### src/flash_cmd_pkg.sv
// constants and types for the flash program/status sequencer
package flash_cmd_pkg;
    // bus widths
    localparam int ADDR_W = 22;
    localparam int DATA_W = 16;
    // address fields: unlock decode window, bank, sector, burst line
    localparam int UNLOCK_W = 12;
    localparam int BANK_LSB = 20;
    localparam int SECT_LSB = 15;
    localparam int LINE_W = 6;
    // unlock and command codes
    localparam logic [11:0] UNLOCK_ADDR1 = 12'h555;
    localparam logic [11:0] UNLOCK_ADDR2 = 12'h2aa;
    localparam logic [7:0] UNLOCK_DATA1 = 8'haa;
    localparam logic [7:0] UNLOCK_DATA2 = 8'h55;
    localparam logic [7:0] CMD_PROGRAM = 8'ha0;
    localparam logic [7:0] CMD_ERASE_SETUP = 8'h80;
    localparam logic [7:0] CMD_SECTOR_ERASE = 8'h30;
    localparam logic [7:0] CMD_CHIP_ERASE = 8'h10;
    localparam logic [7:0] CMD_SUSPEND = 8'hb0;
    localparam logic [7:0] CMD_RESUME = 8'h30;
    localparam logic [7:0] CMD_RESET = 8'hf0;
    // burst boundary handling
    localparam logic [2:0] BOUNDARY_WAIT = 3'h2;
    localparam logic [5:0] EXEMPT_OFS0 = 6'h3e;
    localparam logic [5:0] EXEMPT_OFS1 = 6'h3f;
    // status word bit positions
    localparam int ST_POLL = 7;
    localparam int ST_TGL = 6;
    localparam int ST_ERASE = 3;
    localparam int ST_SUSP_TGL = 2;
    // values after reset
    localparam logic [ADDR_W-1:0] ADDR_RST = 22'h000000;
    localparam logic [DATA_W-1:0] DATA_RST = 16'h0000;

    // command sequence states
    typedef enum logic [2:0] {
        CMD_IDLE = 3'b000,
        CMD_UNL1 = 3'b001,
        CMD_UNL2 = 3'b010,
        CMD_PROG = 3'b011,
        CMD_ERS0 = 3'b100,
        CMD_ERS1 = 3'b101,
        CMD_ERS2 = 3'b110
    } cmd_state_t;
endpackage

### src/flash_program_status_interface.sv
// flash command decoder, status reporting and synchronous burst read front end
// What this block does
// - unlock cycles decode only low address bits
// - sync program latches address on first event
// - async program accepted in any read mode
// - finished algorithm: reads return true stored data
// - toggle flag flips per status read while busy
// - async mode: ready low while algorithm runs
// - ready with data or one cycle early
// - suspend toggle flips only in suspended sector
// - output or chip enable cycling counts as read
// - 64-word boundary adds two cycles, except 3Eh/3Fh
// - other banks readable while one bank busy
// - sync status reads use normal burst timing
`timescale 1ns/1ps
module flash_program_status_interface (
    // clock, reset, enable
    input wire logic mclk,
    input wire logic rst_n,
    input wire logic clk_en,
    // host bus strobes and address
    input wire logic ce_n,
    input wire logic oe_n,
    input wire logic we_n,
    input wire logic address_valid_strobe_n,
    input wire logic [flash_cmd_pkg::ADDR_W-1:0] addr,
    // data pins, split into input, output and enable
    input wire logic [flash_cmd_pkg::DATA_W-1:0] dq_in,
    output logic [flash_cmd_pkg::DATA_W-1:0] dq_out,
    output logic dq_oe,
    output logic rdy,
    // read configuration
    input wire logic sync_read_mode,
    input wire logic ready_timing_select_bit,
    input wire logic [2:0] wait_states,
    // array read port
    output logic [flash_cmd_pkg::ADDR_W-1:0] array_addr,
    input wire logic [flash_cmd_pkg::DATA_W-1:0] array_rdata,
    // embedded algorithm engine
    output logic alg_start,
    output logic alg_erase,
    output logic alg_chip,
    output logic alg_suspend,
    output logic [flash_cmd_pkg::ADDR_W-1:0] program_target_address,
    output logic [flash_cmd_pkg::DATA_W-1:0] program_word,
    input wire logic alg_done
);

    typedef struct packed {
        flash_cmd_pkg::cmd_state_t cmd;
        logic armed;
        logic we_prev;
        logic oe_prev;
        logic ce_prev;
        logic avd_prev;
        logic [flash_cmd_pkg::ADDR_W-1:0] cap_addr;
        logic busy;
        logic erasing;
        logic chip;
        logic susp;
        logic start;
        logic [flash_cmd_pkg::ADDR_W-1:0] tgt_addr;
        logic [flash_cmd_pkg::DATA_W-1:0] tgt_word;
        logic operation_toggle_flag;
        logic erase_suspend_toggle_flag;
        logic burst;
        logic [2:0] wait_cnt;
        logic exempt;
        logic [flash_cmd_pkg::ADDR_W-1:0] burst_addr;
        logic [flash_cmd_pkg::DATA_W-1:0] dq;
        logic fresh;
        logic oe;
    } state_t;

    state_t st_q;
    state_t st_d;

    // edge detects on the sampled strobes
    logic we_rise;
    logic we_fall;
    logic avd_fall;
    logic new_read;
    logic wr;
    logic [flash_cmd_pkg::ADDR_W-1:0] rd_addr;
    logic rd_busy_bank;
    logic rd_susp_sector;
    logic [flash_cmd_pkg::DATA_W-1:0] status_word;
    logic [flash_cmd_pkg::DATA_W-1:0] rd_word;
    logic unl1;
    logic unl2;
    logic [7:0] wd;

    assign we_rise = we_n && !st_q.we_prev && !ce_n;
    assign we_fall = !we_n && st_q.we_prev && !ce_n;
    assign avd_fall = !address_valid_strobe_n && st_q.avd_prev && !ce_n;
    // a fresh read begins when either enable falls while the other is low
    assign new_read = (!oe_n && st_q.oe_prev && !ce_n) || (!ce_n && st_q.ce_prev && !oe_n);
    // a write counts only once chip select or strobe has gone high since the last
    assign wr = we_rise && st_q.armed;
    assign wd = dq_in[7:0];
    // only the low address bits take part in unlock matching
    assign unl1 = (st_q.cap_addr[flash_cmd_pkg::UNLOCK_W-1:0] == flash_cmd_pkg::UNLOCK_ADDR1);
    assign unl2 = (st_q.cap_addr[flash_cmd_pkg::UNLOCK_W-1:0] == flash_cmd_pkg::UNLOCK_ADDR2);

    // read address: burst pointer in sync bursts, latched address otherwise
    assign rd_addr = st_q.burst ? st_q.burst_addr : st_q.cap_addr;
    assign array_addr = rd_addr;
    assign rd_busy_bank = (st_q.busy || st_q.susp)
        && (rd_addr[flash_cmd_pkg::ADDR_W-1:flash_cmd_pkg::BANK_LSB]
        == st_q.tgt_addr[flash_cmd_pkg::ADDR_W-1:flash_cmd_pkg::BANK_LSB]);
    assign rd_susp_sector = st_q.susp
        && (rd_addr[flash_cmd_pkg::ADDR_W-1:flash_cmd_pkg::SECT_LSB]
        == st_q.tgt_addr[flash_cmd_pkg::ADDR_W-1:flash_cmd_pkg::SECT_LSB]);

    // status word: polling bit is the complement of bit 7 of the word being programmed, or the suspend flag while erasing
    always_comb
    begin
        status_word = flash_cmd_pkg::DATA_RST;
        status_word[flash_cmd_pkg::ST_POLL] = st_q.erasing ? st_q.susp
            : !st_q.tgt_word[flash_cmd_pkg::ST_POLL];
        status_word[flash_cmd_pkg::ST_TGL] = st_q.operation_toggle_flag;
        status_word[flash_cmd_pkg::ST_ERASE] = st_q.erasing && !st_q.susp;
        status_word[flash_cmd_pkg::ST_SUSP_TGL] = st_q.erase_suspend_toggle_flag;
    end

    // busy bank or suspended sector gives status, any other address gives array data
    assign rd_word = rd_busy_bank && (st_q.busy || rd_susp_sector) ? status_word
        : array_rdata;

    // next state
    always_comb
    begin
        st_d = st_q;
        st_d.we_prev = we_n;
        st_d.oe_prev = oe_n;
        st_d.ce_prev = ce_n;
        st_d.avd_prev = address_valid_strobe_n;
        st_d.start = 1'b0;
        st_d.fresh = 1'b0;
        st_d.oe = !oe_n && !ce_n && we_n;
        if (ce_n || address_valid_strobe_n)
        begin
            st_d.armed = 1'b1;
        end

        // address capture
        if (sync_read_mode)
        begin
            // only the first clock edge with strobe low captures; a strobe rise captures nothing
            if (avd_fall)
            begin
                st_d.cap_addr = addr;
            end
        end
        else if (!address_valid_strobe_n || we_fall)
        begin
            st_d.cap_addr = addr;
        end

        // command sequencer, writes taken on write-enable rise
        if (wr)
        begin
            st_d.armed = 1'b0;
            if (wd == flash_cmd_pkg::CMD_RESET)
            begin
                st_d.cmd = flash_cmd_pkg::CMD_IDLE;
            end
            else
            begin
                unique case (st_q.cmd)
                    flash_cmd_pkg::CMD_IDLE:
                    begin
                        if (unl1 && wd == flash_cmd_pkg::UNLOCK_DATA1)
                        begin
                            st_d.cmd = flash_cmd_pkg::CMD_UNL1;
                        end
                        else if (st_q.busy && st_q.erasing && wd == flash_cmd_pkg::CMD_SUSPEND)
                        begin
                            st_d.susp = 1'b1;
                            st_d.busy = 1'b0;
                        end
                        else if (st_q.susp && wd == flash_cmd_pkg::CMD_RESUME)
                        begin
                            st_d.susp = 1'b0;
                            st_d.busy = 1'b1;
                        end
                    end
                    flash_cmd_pkg::CMD_UNL1:
                    begin
                        st_d.cmd = (unl2 && wd == flash_cmd_pkg::UNLOCK_DATA2)
                            ? flash_cmd_pkg::CMD_UNL2 : flash_cmd_pkg::CMD_IDLE;
                    end
                    flash_cmd_pkg::CMD_UNL2:
                    begin
                        st_d.cmd = flash_cmd_pkg::CMD_IDLE;
                        if (unl1 && wd == flash_cmd_pkg::CMD_PROGRAM && !st_q.busy)
                        begin
                            st_d.cmd = flash_cmd_pkg::CMD_PROG;
                        end
                        else if (unl1 && wd == flash_cmd_pkg::CMD_ERASE_SETUP && !st_q.busy
                            && !st_q.susp)
                        begin
                            st_d.cmd = flash_cmd_pkg::CMD_ERS0;
                        end
                    end
                    flash_cmd_pkg::CMD_PROG:
                    begin
                        // program target and word start the algorithm
                        st_d.cmd = flash_cmd_pkg::CMD_IDLE;
                        st_d.tgt_addr = st_q.cap_addr;
                        st_d.tgt_word = dq_in;
                        st_d.busy = 1'b1;
                        st_d.erasing = 1'b0;
                        st_d.chip = 1'b0;
                        st_d.start = 1'b1;
                    end
                    flash_cmd_pkg::CMD_ERS0:
                    begin
                        st_d.cmd = (unl1 && wd == flash_cmd_pkg::UNLOCK_DATA1)
                            ? flash_cmd_pkg::CMD_ERS1 : flash_cmd_pkg::CMD_IDLE;
                    end
                    flash_cmd_pkg::CMD_ERS1:
                    begin
                        st_d.cmd = (unl2 && wd == flash_cmd_pkg::UNLOCK_DATA2)
                            ? flash_cmd_pkg::CMD_ERS2 : flash_cmd_pkg::CMD_IDLE;
                    end
                    flash_cmd_pkg::CMD_ERS2:
                    begin
                        st_d.cmd = flash_cmd_pkg::CMD_IDLE;
                        // the sector to erase is the address of this last cycle
                        if (wd == flash_cmd_pkg::CMD_SECTOR_ERASE
                            || (unl1 && wd == flash_cmd_pkg::CMD_CHIP_ERASE))
                        begin
                            st_d.tgt_addr = st_q.cap_addr;
                            st_d.tgt_word = flash_cmd_pkg::DATA_RST;
                            st_d.busy = 1'b1;
                            st_d.erasing = 1'b1;
                            st_d.chip = (wd == flash_cmd_pkg::CMD_CHIP_ERASE);
                            st_d.start = 1'b1;
                        end
                    end
                    default:
                    begin
                        st_d.cmd = flash_cmd_pkg::CMD_IDLE;
                    end
                endcase
            end
        end

        // completion ends status reporting; a new start in this cycle still wins
        if (alg_done && !st_d.start)
        begin
            st_d.busy = 1'b0;
            st_d.susp = 1'b0;
            st_d.erasing = 1'b0;
        end

        // toggle flags advance once per new status read or sync access
        if ((new_read || (sync_read_mode && avd_fall && we_n)) && rd_busy_bank)
        begin
            if (st_q.busy)
            begin
                st_d.operation_toggle_flag = !st_q.operation_toggle_flag;
            end
            if (rd_susp_sector)
            begin
                st_d.erase_suspend_toggle_flag = !st_q.erase_suspend_toggle_flag;
            end
        end

        // synchronous burst: latency, then one word per clock
        if (ce_n || !sync_read_mode)
        begin
            st_d.burst = 1'b0;
        end
        else if (avd_fall && we_n)
        begin
            st_d.burst = 1'b1;
            st_d.burst_addr = addr;
            st_d.wait_cnt = wait_states;
            st_d.exempt = (addr[flash_cmd_pkg::LINE_W-1:0] == flash_cmd_pkg::EXEMPT_OFS0)
                || (addr[flash_cmd_pkg::LINE_W-1:0] == flash_cmd_pkg::EXEMPT_OFS1);
        end
        else if (st_q.burst)
        begin
            if (st_q.wait_cnt != 3'h0)
            begin
                st_d.wait_cnt = st_q.wait_cnt - 3'h1;
            end
            else
            begin
                // status words share the same clocked path as array words
                st_d.dq = rd_word;
                st_d.fresh = 1'b1;
                st_d.burst_addr = st_q.burst_addr + 22'h000001;
                if (st_d.burst_addr[flash_cmd_pkg::LINE_W-1:0] == 6'h00 && !st_q.exempt)
                begin
                    st_d.wait_cnt = flash_cmd_pkg::BOUNDARY_WAIT;
                end
            end
        end

        // asynchronous reads follow the latched address every clock
        if (!sync_read_mode && !oe_n && !ce_n)
        begin
            st_d.dq = rd_word;
        end
    end

    // state register, frozen while the clock enable is low
    always_ff @(posedge mclk)
    begin
        if (!rst_n)
        begin
            st_q <= '0;
            st_q.cmd <= flash_cmd_pkg::CMD_IDLE;
            st_q.we_prev <= 1'b1;
            st_q.oe_prev <= 1'b1;
            st_q.ce_prev <= 1'b1;
            st_q.avd_prev <= 1'b1;
            st_q.armed <= 1'b1;
        end
        else if (clk_en)
        begin
            st_q <= st_d;
        end
    end

    // outputs; ready is a handshake and may be combinational
    assign dq_out = st_q.dq;
    assign dq_oe = st_q.oe;
    always_comb
    begin
        if (!sync_read_mode)
        begin
            rdy = !st_q.busy;
        end
        else if (st_q.burst)
        begin
            // early ready warns one clock before the word lands
            rdy = ready_timing_select_bit ? (st_q.wait_cnt == 3'h0) : st_q.fresh;
        end
        else
        begin
            rdy = 1'b1;
        end
    end
    assign alg_start = st_q.start;
    assign alg_erase = st_q.erasing;
    assign alg_chip = st_q.chip;
    assign alg_suspend = st_q.susp;
    assign program_target_address = st_q.tgt_addr;
    assign program_word = st_q.tgt_word;

endmodule // flash_program_status_interface

### config.mk
export PLATFORM = sky130hd
export DESIGN_NAME = flash_program_status_interface
export DESIGN_NICKNAME = d
export VERILOG_FILES = /design/src/flash_cmd_pkg.sv /design/src/flash_program_status_interface.sv
export SDC_FILE = /design/constraint.sdc
export NUM_CORES = 1
export LEC_CHECK = 0
export ABC_CLOCK_PERIOD_IN_PS = 4500
export BUFFER_PORTS_ARGS = -buffer_cell sky130_fd_sc_hd__buf_2
export CORE_MARGIN = 4
export CORE_UTILIZATION = 59
export CTS_CLUSTER_DIAMETER = 200
export DETAILED_ROUTE_END_ITERATION = 7
export GPL_ROUTABILITY_DRIVEN = 0
export PLACE_DENSITY = 0.86
export SLEW_MARGIN = 20
export SYNTH_ARGS = -nofsm -noshare
export SYNTH_HDL_FRONTEND = slang
export SYNTH_SLANG_ARGS = --single-unit
### constraint.sdc
create_clock -name mclk -period 4.5 [get_ports mclk]
set_input_delay 0.9 -clock mclk [delete_from_list [all_inputs] [get_ports mclk]]
set_output_delay 0.9 -clock mclk [all_outputs]
set_load 0.005 [all_outputs]
* Word level (Yosys, flattened, before mapping)
Index checks and enable logic that the tools add are counted.
** Operators by class
- Equal/unequal tests :: 32
- Reduce and logical (&&, ||, !) cells :: 88
- Bitwise operators :: 2
- Mux-type cells :: 47
- Add/sub/neg operators :: 2
** Operators with widths (count)
- 39-bit 2-to-1 mux :: 3
- 22-bit 2-to-1 mux :: 5
- 43-bit 2-to-1 mux :: 2
- 39-bit case mux with 2 select lines :: 1
- 8-bit == test (second input constant) :: 5
- 1-bit logical AND :: 36
- 17-bit 2-to-1 mux :: 2
- 3-bit 2-to-1 mux :: 11
- 16-bit 2-to-1 mux :: 2
- 22-bit by 1-bit adder with 22-bit output (second input constant) :: 1
- 1-bit 2-to-1 mux :: 16
- 2-bit nonzero test :: 8
- 3-bit case mux with 5 select lines :: 1
- 3-bit AND reduction :: 5
- 5-bit AND reduction :: 3
- 1-bit zero test :: 13
- 12-bit by 10-bit == test with 1-bit output (second input constant) :: 1
- 12-bit by 11-bit == test with 1-bit output (second input constant) :: 1
- 6-bit == test (second input constant) :: 2
- 2-bit by 1-bit inequality test with 1-bit output (second input constant) :: 6
- 3-bit nonzero test :: 4
- 3-bit == test (second input constant) :: 3
- 1-bit logical OR :: 9
- 3-bit inequality test (second input constant) :: 3
- 21 further kinds :: 28
** Word-level totals
- Bits in registers :: 120
- Output and inout bits :: 82
- Bits of input ports :: 67

* Logic depth before layout (Yosys ltp)
Gate-level depths: netlist (run 1).
- Depth in word-level cells :: 12
- Depth in mapped cells :: 9
- Depth with buffers taken out :: 8

* Least setup slack after synthesis (run 1)
Ideal clock, no wire load.
- Path kind :: input -> register
- From :: input port dq_in[0] (netlist bit)
- To :: register st_q, in the netlist alg_chip
- Slack :: 2.087 ns
- Path buffers :: 0
- Arrival time :: 2.343 ns
- Cell stages on the path :: 6
- Cells stage by stage :: nor3_1 > nand4b_1 > o31ai_2 > nand2_1 > or4_1 > a21boi_1
** On the way
- Word-level cells in the longest chain between the ends :: 5
** Ends and longest elaborated chain
- start, declared :: line flash_program_status_interface.sv:28 : input wire logic [flash_cmd_pkg::DATA_W-1:0] dq_in,
- 8-bit by 5-bit == test with 1-bit output :: line flash_program_status_interface.sv:232, flash_program_status_interface.sv:238
- 1-bit logical AND :: line flash_program_status_interface.sv:232 : || (unl1 && wd == flash_cmd_pkg::CMD_CHIP_ERASE))
- 1-bit logical OR :: line flash_program_status_interface.sv:232
- 2-bit inequality test (no line)
- 5-bit AND reduction (no line)
- end signal, assigned :: line flash_program_status_interface.sv:325 : st_q <= st_d;
- end, declared :: line flash_program_status_interface.sv:75 : state_t st_q;
Parallel ways exist; a longest one is shown, timed or not. The select of a mux whose other input is x is not followed.
A chain may end at the register's enable or synchronous reset.

* Final worst setup path (run 1)
- From :: register st_q[44] (netlist bit)
- To :: output port array_addr[11] (netlist bit)
** On the way
- Word-level cells in the longest chain between the ends :: 1
** Ends and longest elaborated chain
- 22-bit 2-to-1 mux :: line flash_program_status_interface.sv:106 : assign rd_addr = st_q.burst ? st_q.burst_addr : st_q.cap_addr;
- end, declared :: line flash_program_status_interface.sv:37 : output logic [flash_cmd_pkg::ADDR_W-1:0] array_addr,
Every way passes these cells.

==> results of run 1 <==
[final cells by class]
type | instances | area [um2] | share of cell area (%)
clock buffers | 23 | 467 | 6.19
clock inverters | 8 | 120 | 1.59
inverters | 5 | 18.8 | 0.249
multi-input cells | 540 | 3530 | 46.9
flip-flops and latches | 120 | 2400 | 31.9
well taps | 140 | 175 | 2.32
repair buffers | 159 | 823 | 10.9
[worst max-delay path: cells and delay by family (launching register included)]
kind / cells / cell delay [ns]
buf+inv: 2 / 0.49
mux: 1 / 0.38
flops: 1 / 0.63
[cells in the mapped netlist, types with 3 or more instances]
| cell | number |
|---|---|
| nor2_1 | 35 |
| nor4_1 | 7 |
| and3_1 | 6 |
| nor2b_1 | 38 |
| o31ai_1 | 5 |
| buf_2 | 7 |
| a21boi_0 | 42 |
| ha_1 | 4 |
| nor4b_1 | 4 |
| mux2_2 | 21 |
| a221oi_1 | 3 |
| dfxtp_1 | 120 |
| and4_1 | 3 |
| a22oi_1 | 9 |
| a22o_1 | 14 |
| nand3_1 | 50 |
| xnor2_1 | 3 |
| and2_1 | 5 |
| clkbuf_1 | 42 |
| o22ai_1 | 4 |
| nand2b_1 | 4 |
| and3b_1 | 3 |
| xor2_1 | 8 |
| nand3b_1 | 7 |
| mux2i_1 | 30 |
| nor3_1 | 5 |
| inv_1 | 5 |
| nand4b_1 | 3 |
| a31oi_1 | 6 |
| nand2_1 | 92 |
| and4bb_2 | 4 |
| o2111ai_1 | 4 |
| o2bb2ai_1 | 4 |
| nand4_1 | 8 |
| o21ai_0 | 40 |
| buf_4 | 54 |
| a21oi_1 | 27 |
[sequential cells by signal, summed over array words and instances (netlist names)]
name,cells
program_target_address,22
dq_out,16
alg_suspend,1
st_q,61
alg_start,1
program_word,16
alg_erase,1
dq_oe,1
alg_chip,1
[kinds of logic after synthesis]
family | Yosys count | share of synthesized area [%]
multiplexers | 53 | 8.64
buffers and inverters | 111 | 9.81
adder cells (fa/ha/maj) | 4 | 0.763
AO/OA/AOI/OAI | 181 | 18.9
XOR/XNOR | 12 | 1.72
AND/OR/NAND/NOR | 290 | 23.5
flip-flops | 120 | 36.6
[stage by stage]
step | util (%) | power, mW
6_report | 69.6 | 2.64
5_1_grt | 69.6 | 2.72
4_1_cts | 69.6 | 2.65
3_5_place_dp | 64.1 | 1.30
3_3_place_gp | 64.1 | 1.30
2_1_floorplan | - | 1.23
[path summary, 6_finish.rpt]
path                                to  slack, ns                      start
min          program_target_address[9]       0.46  program_target_address[9]
max                     array_addr[11]       1.55                   st_q[44]
max reg2reg                  dq_out[1]       2.04                   st_q[44]
min reg2reg  program_target_address[9]       0.46  program_target_address[9]
[power groups by stage]
| stage | Sequential (mW) | Clock, mW | Combinational [mW] |
|---|---|---|---|
| final | 1.10 | 1.35 | 0.184 |
| after floorplan | 1.11 | 0 | 0.112 |
| after CTS | 1.10 | 1.37 | 0.182 |
| after detailed placement | 1.12 | 0 | 0.181 |
| after global routing | 1.10 | 1.42 | 0.200 |
| after global placement | 1.12 | 0 | 0.179 |
[per-layer routing]
metal / routed length, um / global-route usage, % / vias to the layer above
li1: - / - / 2852
met1: 7440 / 35.0 / 2830
met2: 8200 / 44.4 / 268
met3: 1490 / 5.89 / 29
met4: 301 / 10.1 / 0
met5: 0 / 0 / -
==> flow_metrics.tcl, run 1 <==
set metrics [dict create \
    first_global_vias 5772 \
    avgSynthCellArea_um2 8.51 \
    start_kind "register" \
    synthDominantCellAreaShare_pct 36.6 \
    fill_cells 846 \
    dpl.hpwl_um 11800 \
    antenna_left 0 \
    ys_warn_count 0 \
    crit_arrival_ns 2.05 \
    antenna_found_initial 0 \
    drc 0 \
    timing.slew.headroom_pct 33.0 \
    ys_ff_latch 120 \
    io_buffer_count 148 \
    synthCells 771 \
    clkSinkCount 120 \
    synth.area.top_cells "dfxtp_1 (37%), buf_4 (6.2%), nand2_1 (5.3%)" \
    dr.first_iter.drc_count 689 \
    syn_area_um2 6560 \
    p_comb_share_pct 7.0 \
    area_growth_pct 15.0 \
    seq_power_share_pct 41.7 \
    start_util_pct 60.5 \
    slew_viol_final 0 \
    ctsResizeCount 0 \
    power_leakage_nw 3.18 \
    grt_usage_pct 27.0 \
    ys.flop_type "dfxtp_1" \
    drive_gt1_share_pct 26.4 \
    ir_drop_mv 0.308 \
    syn_nets 842 \
    drtPass1Iterations 8 \
    htree_levels 4 \
    place_area_um2 6950 \
    via_per_inst 6.01 \
    worst_slew_pin_slew_ns 1.00 \
    placed_cells 964 \
    wirelength_um 17400 \
    die_y_um 113 \
    critPathRequiredTime_ns 3.60 \
    layout_min_cycle_time_ns 2.95 \
    internal_power_mw 2.05 \
    ioPinCount 149 \
    drv_cap 0 \
    post_cts_buffers 0 \
    overflow 0 \
    place_ws_ns 1.38 \
    switchingPower_mw 0.590 \
    pwr-share-clk_pct 51.3 \
    fin_ws_ns 1.55 \
    cts_root_buffer "clkbuf_8" \
    clock_latency_ns 0.54 \
    rows 38 \
    finalCritPeriodShare_pct 65.6 \
    worstPathCellList "buf_4, mux2_2, buf_2" \
    final_hold_viol_count 0 \
    ys_types 68 \
    skew_ns 0.00820 \
    max_stage_delay_ns 0.63 \
    setup_viol 0 \
    finalNetCount 914 \
    grt_pass1_wl_um 28200 \
    die_area_um2 12900 \
    final_cell_mix "buf_2 (148), dfxtp_1 (120), nand2_1 (92)" \
    wl_per_cell_um 17.5 \
    worstHoldPathType "register to register" \
    sw_frac_of_total_pct 22.4 \
    async_flop_share_pct 0 \
    cts_tree "done" \
    holdBufCountCts 0 \
    instances_no_fill 995 \
    criticalPathCategory "register to output pin" \
    die_x_um 113 \
    critPathMaxFanout 19 \
    tns_ns 0 \
    ys_seq_area_share_pct 36.6 \
    grt_max_degree 63 \
    reg2reg_depth 7 \
    clock_path_buffers 2 \
    p_per_area_nw_per_um2 350 \
    vias 5979 \
    synth-edff-count 0 \
    yosys.area.top_type "dfxtp_1" \
    critPathCaptureType "output pin" \
    rsz0062_at_grt "no" \
    diodes 0 \
    critPathSlowestCell "dfxtp_1" \
    core_area_um2 10800 \
    numCtsBuffers 17 \
    fmax_mhz 339 \
    fin_hold_ws_ns 0.457 \
    holdPathStages 2 \
    final_common_cell "buf_2" \
    outcome "finished clean" \
    cts.clk_slew.worst_paths_ns 0.06 \
    final_area_um2 7540 \
]
Power figures use the tool's default switching activity.
==> run 2, diff against run 1 <==
--- a/config.mk
+++ b/config.mk
@@ -5,14 +5,14 @@
 export SDC_FILE = /design/constraint.sdc
 export NUM_CORES = 1
 export LEC_CHECK = 0
-export ABC_CLOCK_PERIOD_IN_PS = 4500
+export ABC_CLOCK_PERIOD_IN_PS = 2500
 export BUFFER_PORTS_ARGS = -buffer_cell sky130_fd_sc_hd__buf_2
 export CORE_MARGIN = 4
-export CORE_UTILIZATION = 59
+export CORE_UTILIZATION = 49
 export CTS_CLUSTER_DIAMETER = 200
 export DETAILED_ROUTE_END_ITERATION = 7
 export GPL_ROUTABILITY_DRIVEN = 0
-export PLACE_DENSITY = 0.86
+export PLACE_DENSITY = 0.76
 export SLEW_MARGIN = 20
 export SYNTH_ARGS = -nofsm -noshare
 export SYNTH_HDL_FRONTEND = slang
==> constraint.sdc (replaced) <==
create_clock -name mclk -period 2.5 [get_ports mclk]
set_input_delay 0.5 -clock mclk [delete_from_list [all_inputs] [get_ports mclk]]
set_output_delay 0.5 -clock mclk [all_outputs]
set_load 0.005 [all_outputs]
==> flow_metrics.tcl, run 2 (same netlist as run 1, synthesis figures left out) <==
set metrics [dict create \
    place_ws_ns 0.249 \
    seq_area_um2 2400 \
    critPathCaptureType "output pin" \
    crit_arrival_ns 1.84 \
    critPathMaxFanout 15 \
    fin_ws_ns 0.156 \
    area_growth_pct 17.4 \
    p_per_area_nw_per_um2 598 \
    dr.first_iter.drc_count 454 \
    finalNetCount 931 \
    grt_max_degree 41 \
    criticalPathCategory "register to output pin" \
    largest_reg_flops 61 \
    start_kind "register" \
    whs_endpoint "dq_out[5]" \
    drv_cap 0 \
    multi_input_area_um2 3530 \
    power_leakage_nw 3.26 \
    timing.slew.headroom_pct 60.5 \
    skew_ns 0.00613 \
    clock_path_buffers 2 \
    top_register "st_q" \
    rows 42 \
    first_global_vias 5581 \
    start_util_pct 49.7 \
    numCtsBuffers 17 \
    r2r_slack_ns 0.25 \
    antenna_found_initial 0 \
    ioPinCount 149 \
    critical-path-top-delay-family "flip-flops" \
    fmax_mhz 427 \
    critPathSlowestCell "dfxtp_1" \
    cts_tree "done" \
    rsz0062_at_grt "no" \
    holdBufCountCts 0 \
    cts.clk_slew.worst_paths_ns 0.05 \
    finalCritPeriodShare_pct 93.8 \
    core_area_um2 13200 \
    cp_num_buf_inv 2 \
    final_common_cell "buf_2" \
    clkSinkCount 120 \
    setup_viol 0 \
    drtPass1Iterations 5 \
    critPathRequiredTime_ns 2.00 \
    max_stage_delay_ns 0.59 \
    via_per_inst 5.61 \
    final_hold_viol_count 0 \
    cts_root_buffer "clkbuf_16" \
    die_area_um2 15300 \
    outcome "finished clean" \
    drive_gt1_share_pct 27.6 \
    vias 5884 \
    fill_cells 1242 \
    r2r-end "dq_out[11]" \
    io_buffer_count 148 \
    holdPathStages 2 \
    antenna_left 0 \
    ctsResizeCount 0 \
    final_cell_mix "buf_2 (148), dfxtp_1 (120), nand2_1 (92)" \
    diodes 0 \
    worstPathCellList "buf_4, mux2_2, buf_2" \
    crit_start "st_q[44]" \
    dpl.hpwl_um 12500 \
    post_cts_buffers 0 \
    drc 0 \
    layout_min_cycle_time_ns 2.34 \
    tns_ns 0 \
    die_y_um 124 \
    worst_slew_pin_slew_ns 0.593 \
    grt_usage_pct 23.2 \
    worstHoldPathType "input pin to register" \
    overflow 0 \
    die_x_um 124 \
    wl_per_cell_um 16.8 \
    worstReg2RegStart "st_q[44]" \
    htree_levels 4 \
    slew_viol_final 0 \
    wirelength_um 17600 \
    reg2reg_depth 7 \
    ir_drop_mv 0.470 \
    hp-start "array_rdata[5]" \
    grt_pass1_wl_um 28000 \
    clock_latency_ns 0.42 \
]
run 2: how the worst max path moves through the flow:
stage / to / slack, ns / cells past startpoint
floorplan: dq_out[10] / 0.43 / 8
global placement: alg_chip / 0.32 / 7
detailed placement: alg_chip / 0.25 / 7
CTS: array_addr[5] / 0.15 / 3
global route: array_addr[5] / 0.07 / 3
finish: array_addr[11] / 0.16 / 3
run 2: worst register-to-register path, delay by kind of cell (launching register included):
family / cells / cell delay, ns
AO/OA/AOI/OAI: 2 / 0.44
multiplexers: 1 / 0.41
flip-flops: 1 / 0.59
XOR/XNOR: 1 / 0.14
buffers and inverters: 1 / 0.15
AND/OR/NAND/NOR: 2 / 0.40
run 2: cell type report:
cell class / instances / share of cell area, %
clock inverters: 1 / 0.0650
flip-flops and latches: 120 / 31.2
inverters: 5 / 0.244
multi-input cells: 540 / 45.9
well taps: 176 / 2.86
repair buffers: 176 / 12.5
clock buffers: 30 / 7.20
run 2: per-stage QoR:
stage | utilization [%] | power [mW] | area [um2] | hold WS [ns] | std cells
4_1_cts | 58.4 | 4.65 | 7700 | 0.292 | 1048
2_1_floorplan | - | 2.21 | 6560 | 0.434 | 771
3_3_place_gp | 54.1 | 2.35 | 7140 | 0.446 | 1017
5_1_grt | 58.4 | 4.78 | 7700 | 0.283 | 1048
3_5_place_dp | 54.1 | 2.36 | 7140 | 0.449 | 1017
6_report | 58.4 | 4.60 | 7700 | 0.306 | 1048
run 2: per-layer routing:
layer / global-route usage [%] / wire, um / up-vias
met2: 36.5 / 8080 / 216
met1: 30.3 / 7810 / 2744
met3: 6.04 / 1270 / 32
met4: 9.62 / 398 / 0
li1: - / - / 2892
met5: 0 / 0 / -
run 2: power breakdown:
group          internal, mW  switching (mW)
combinational         0.161           0.180
clock                  1.47           0.811
sequential             1.95          0.0320
total                  3.58            1.02
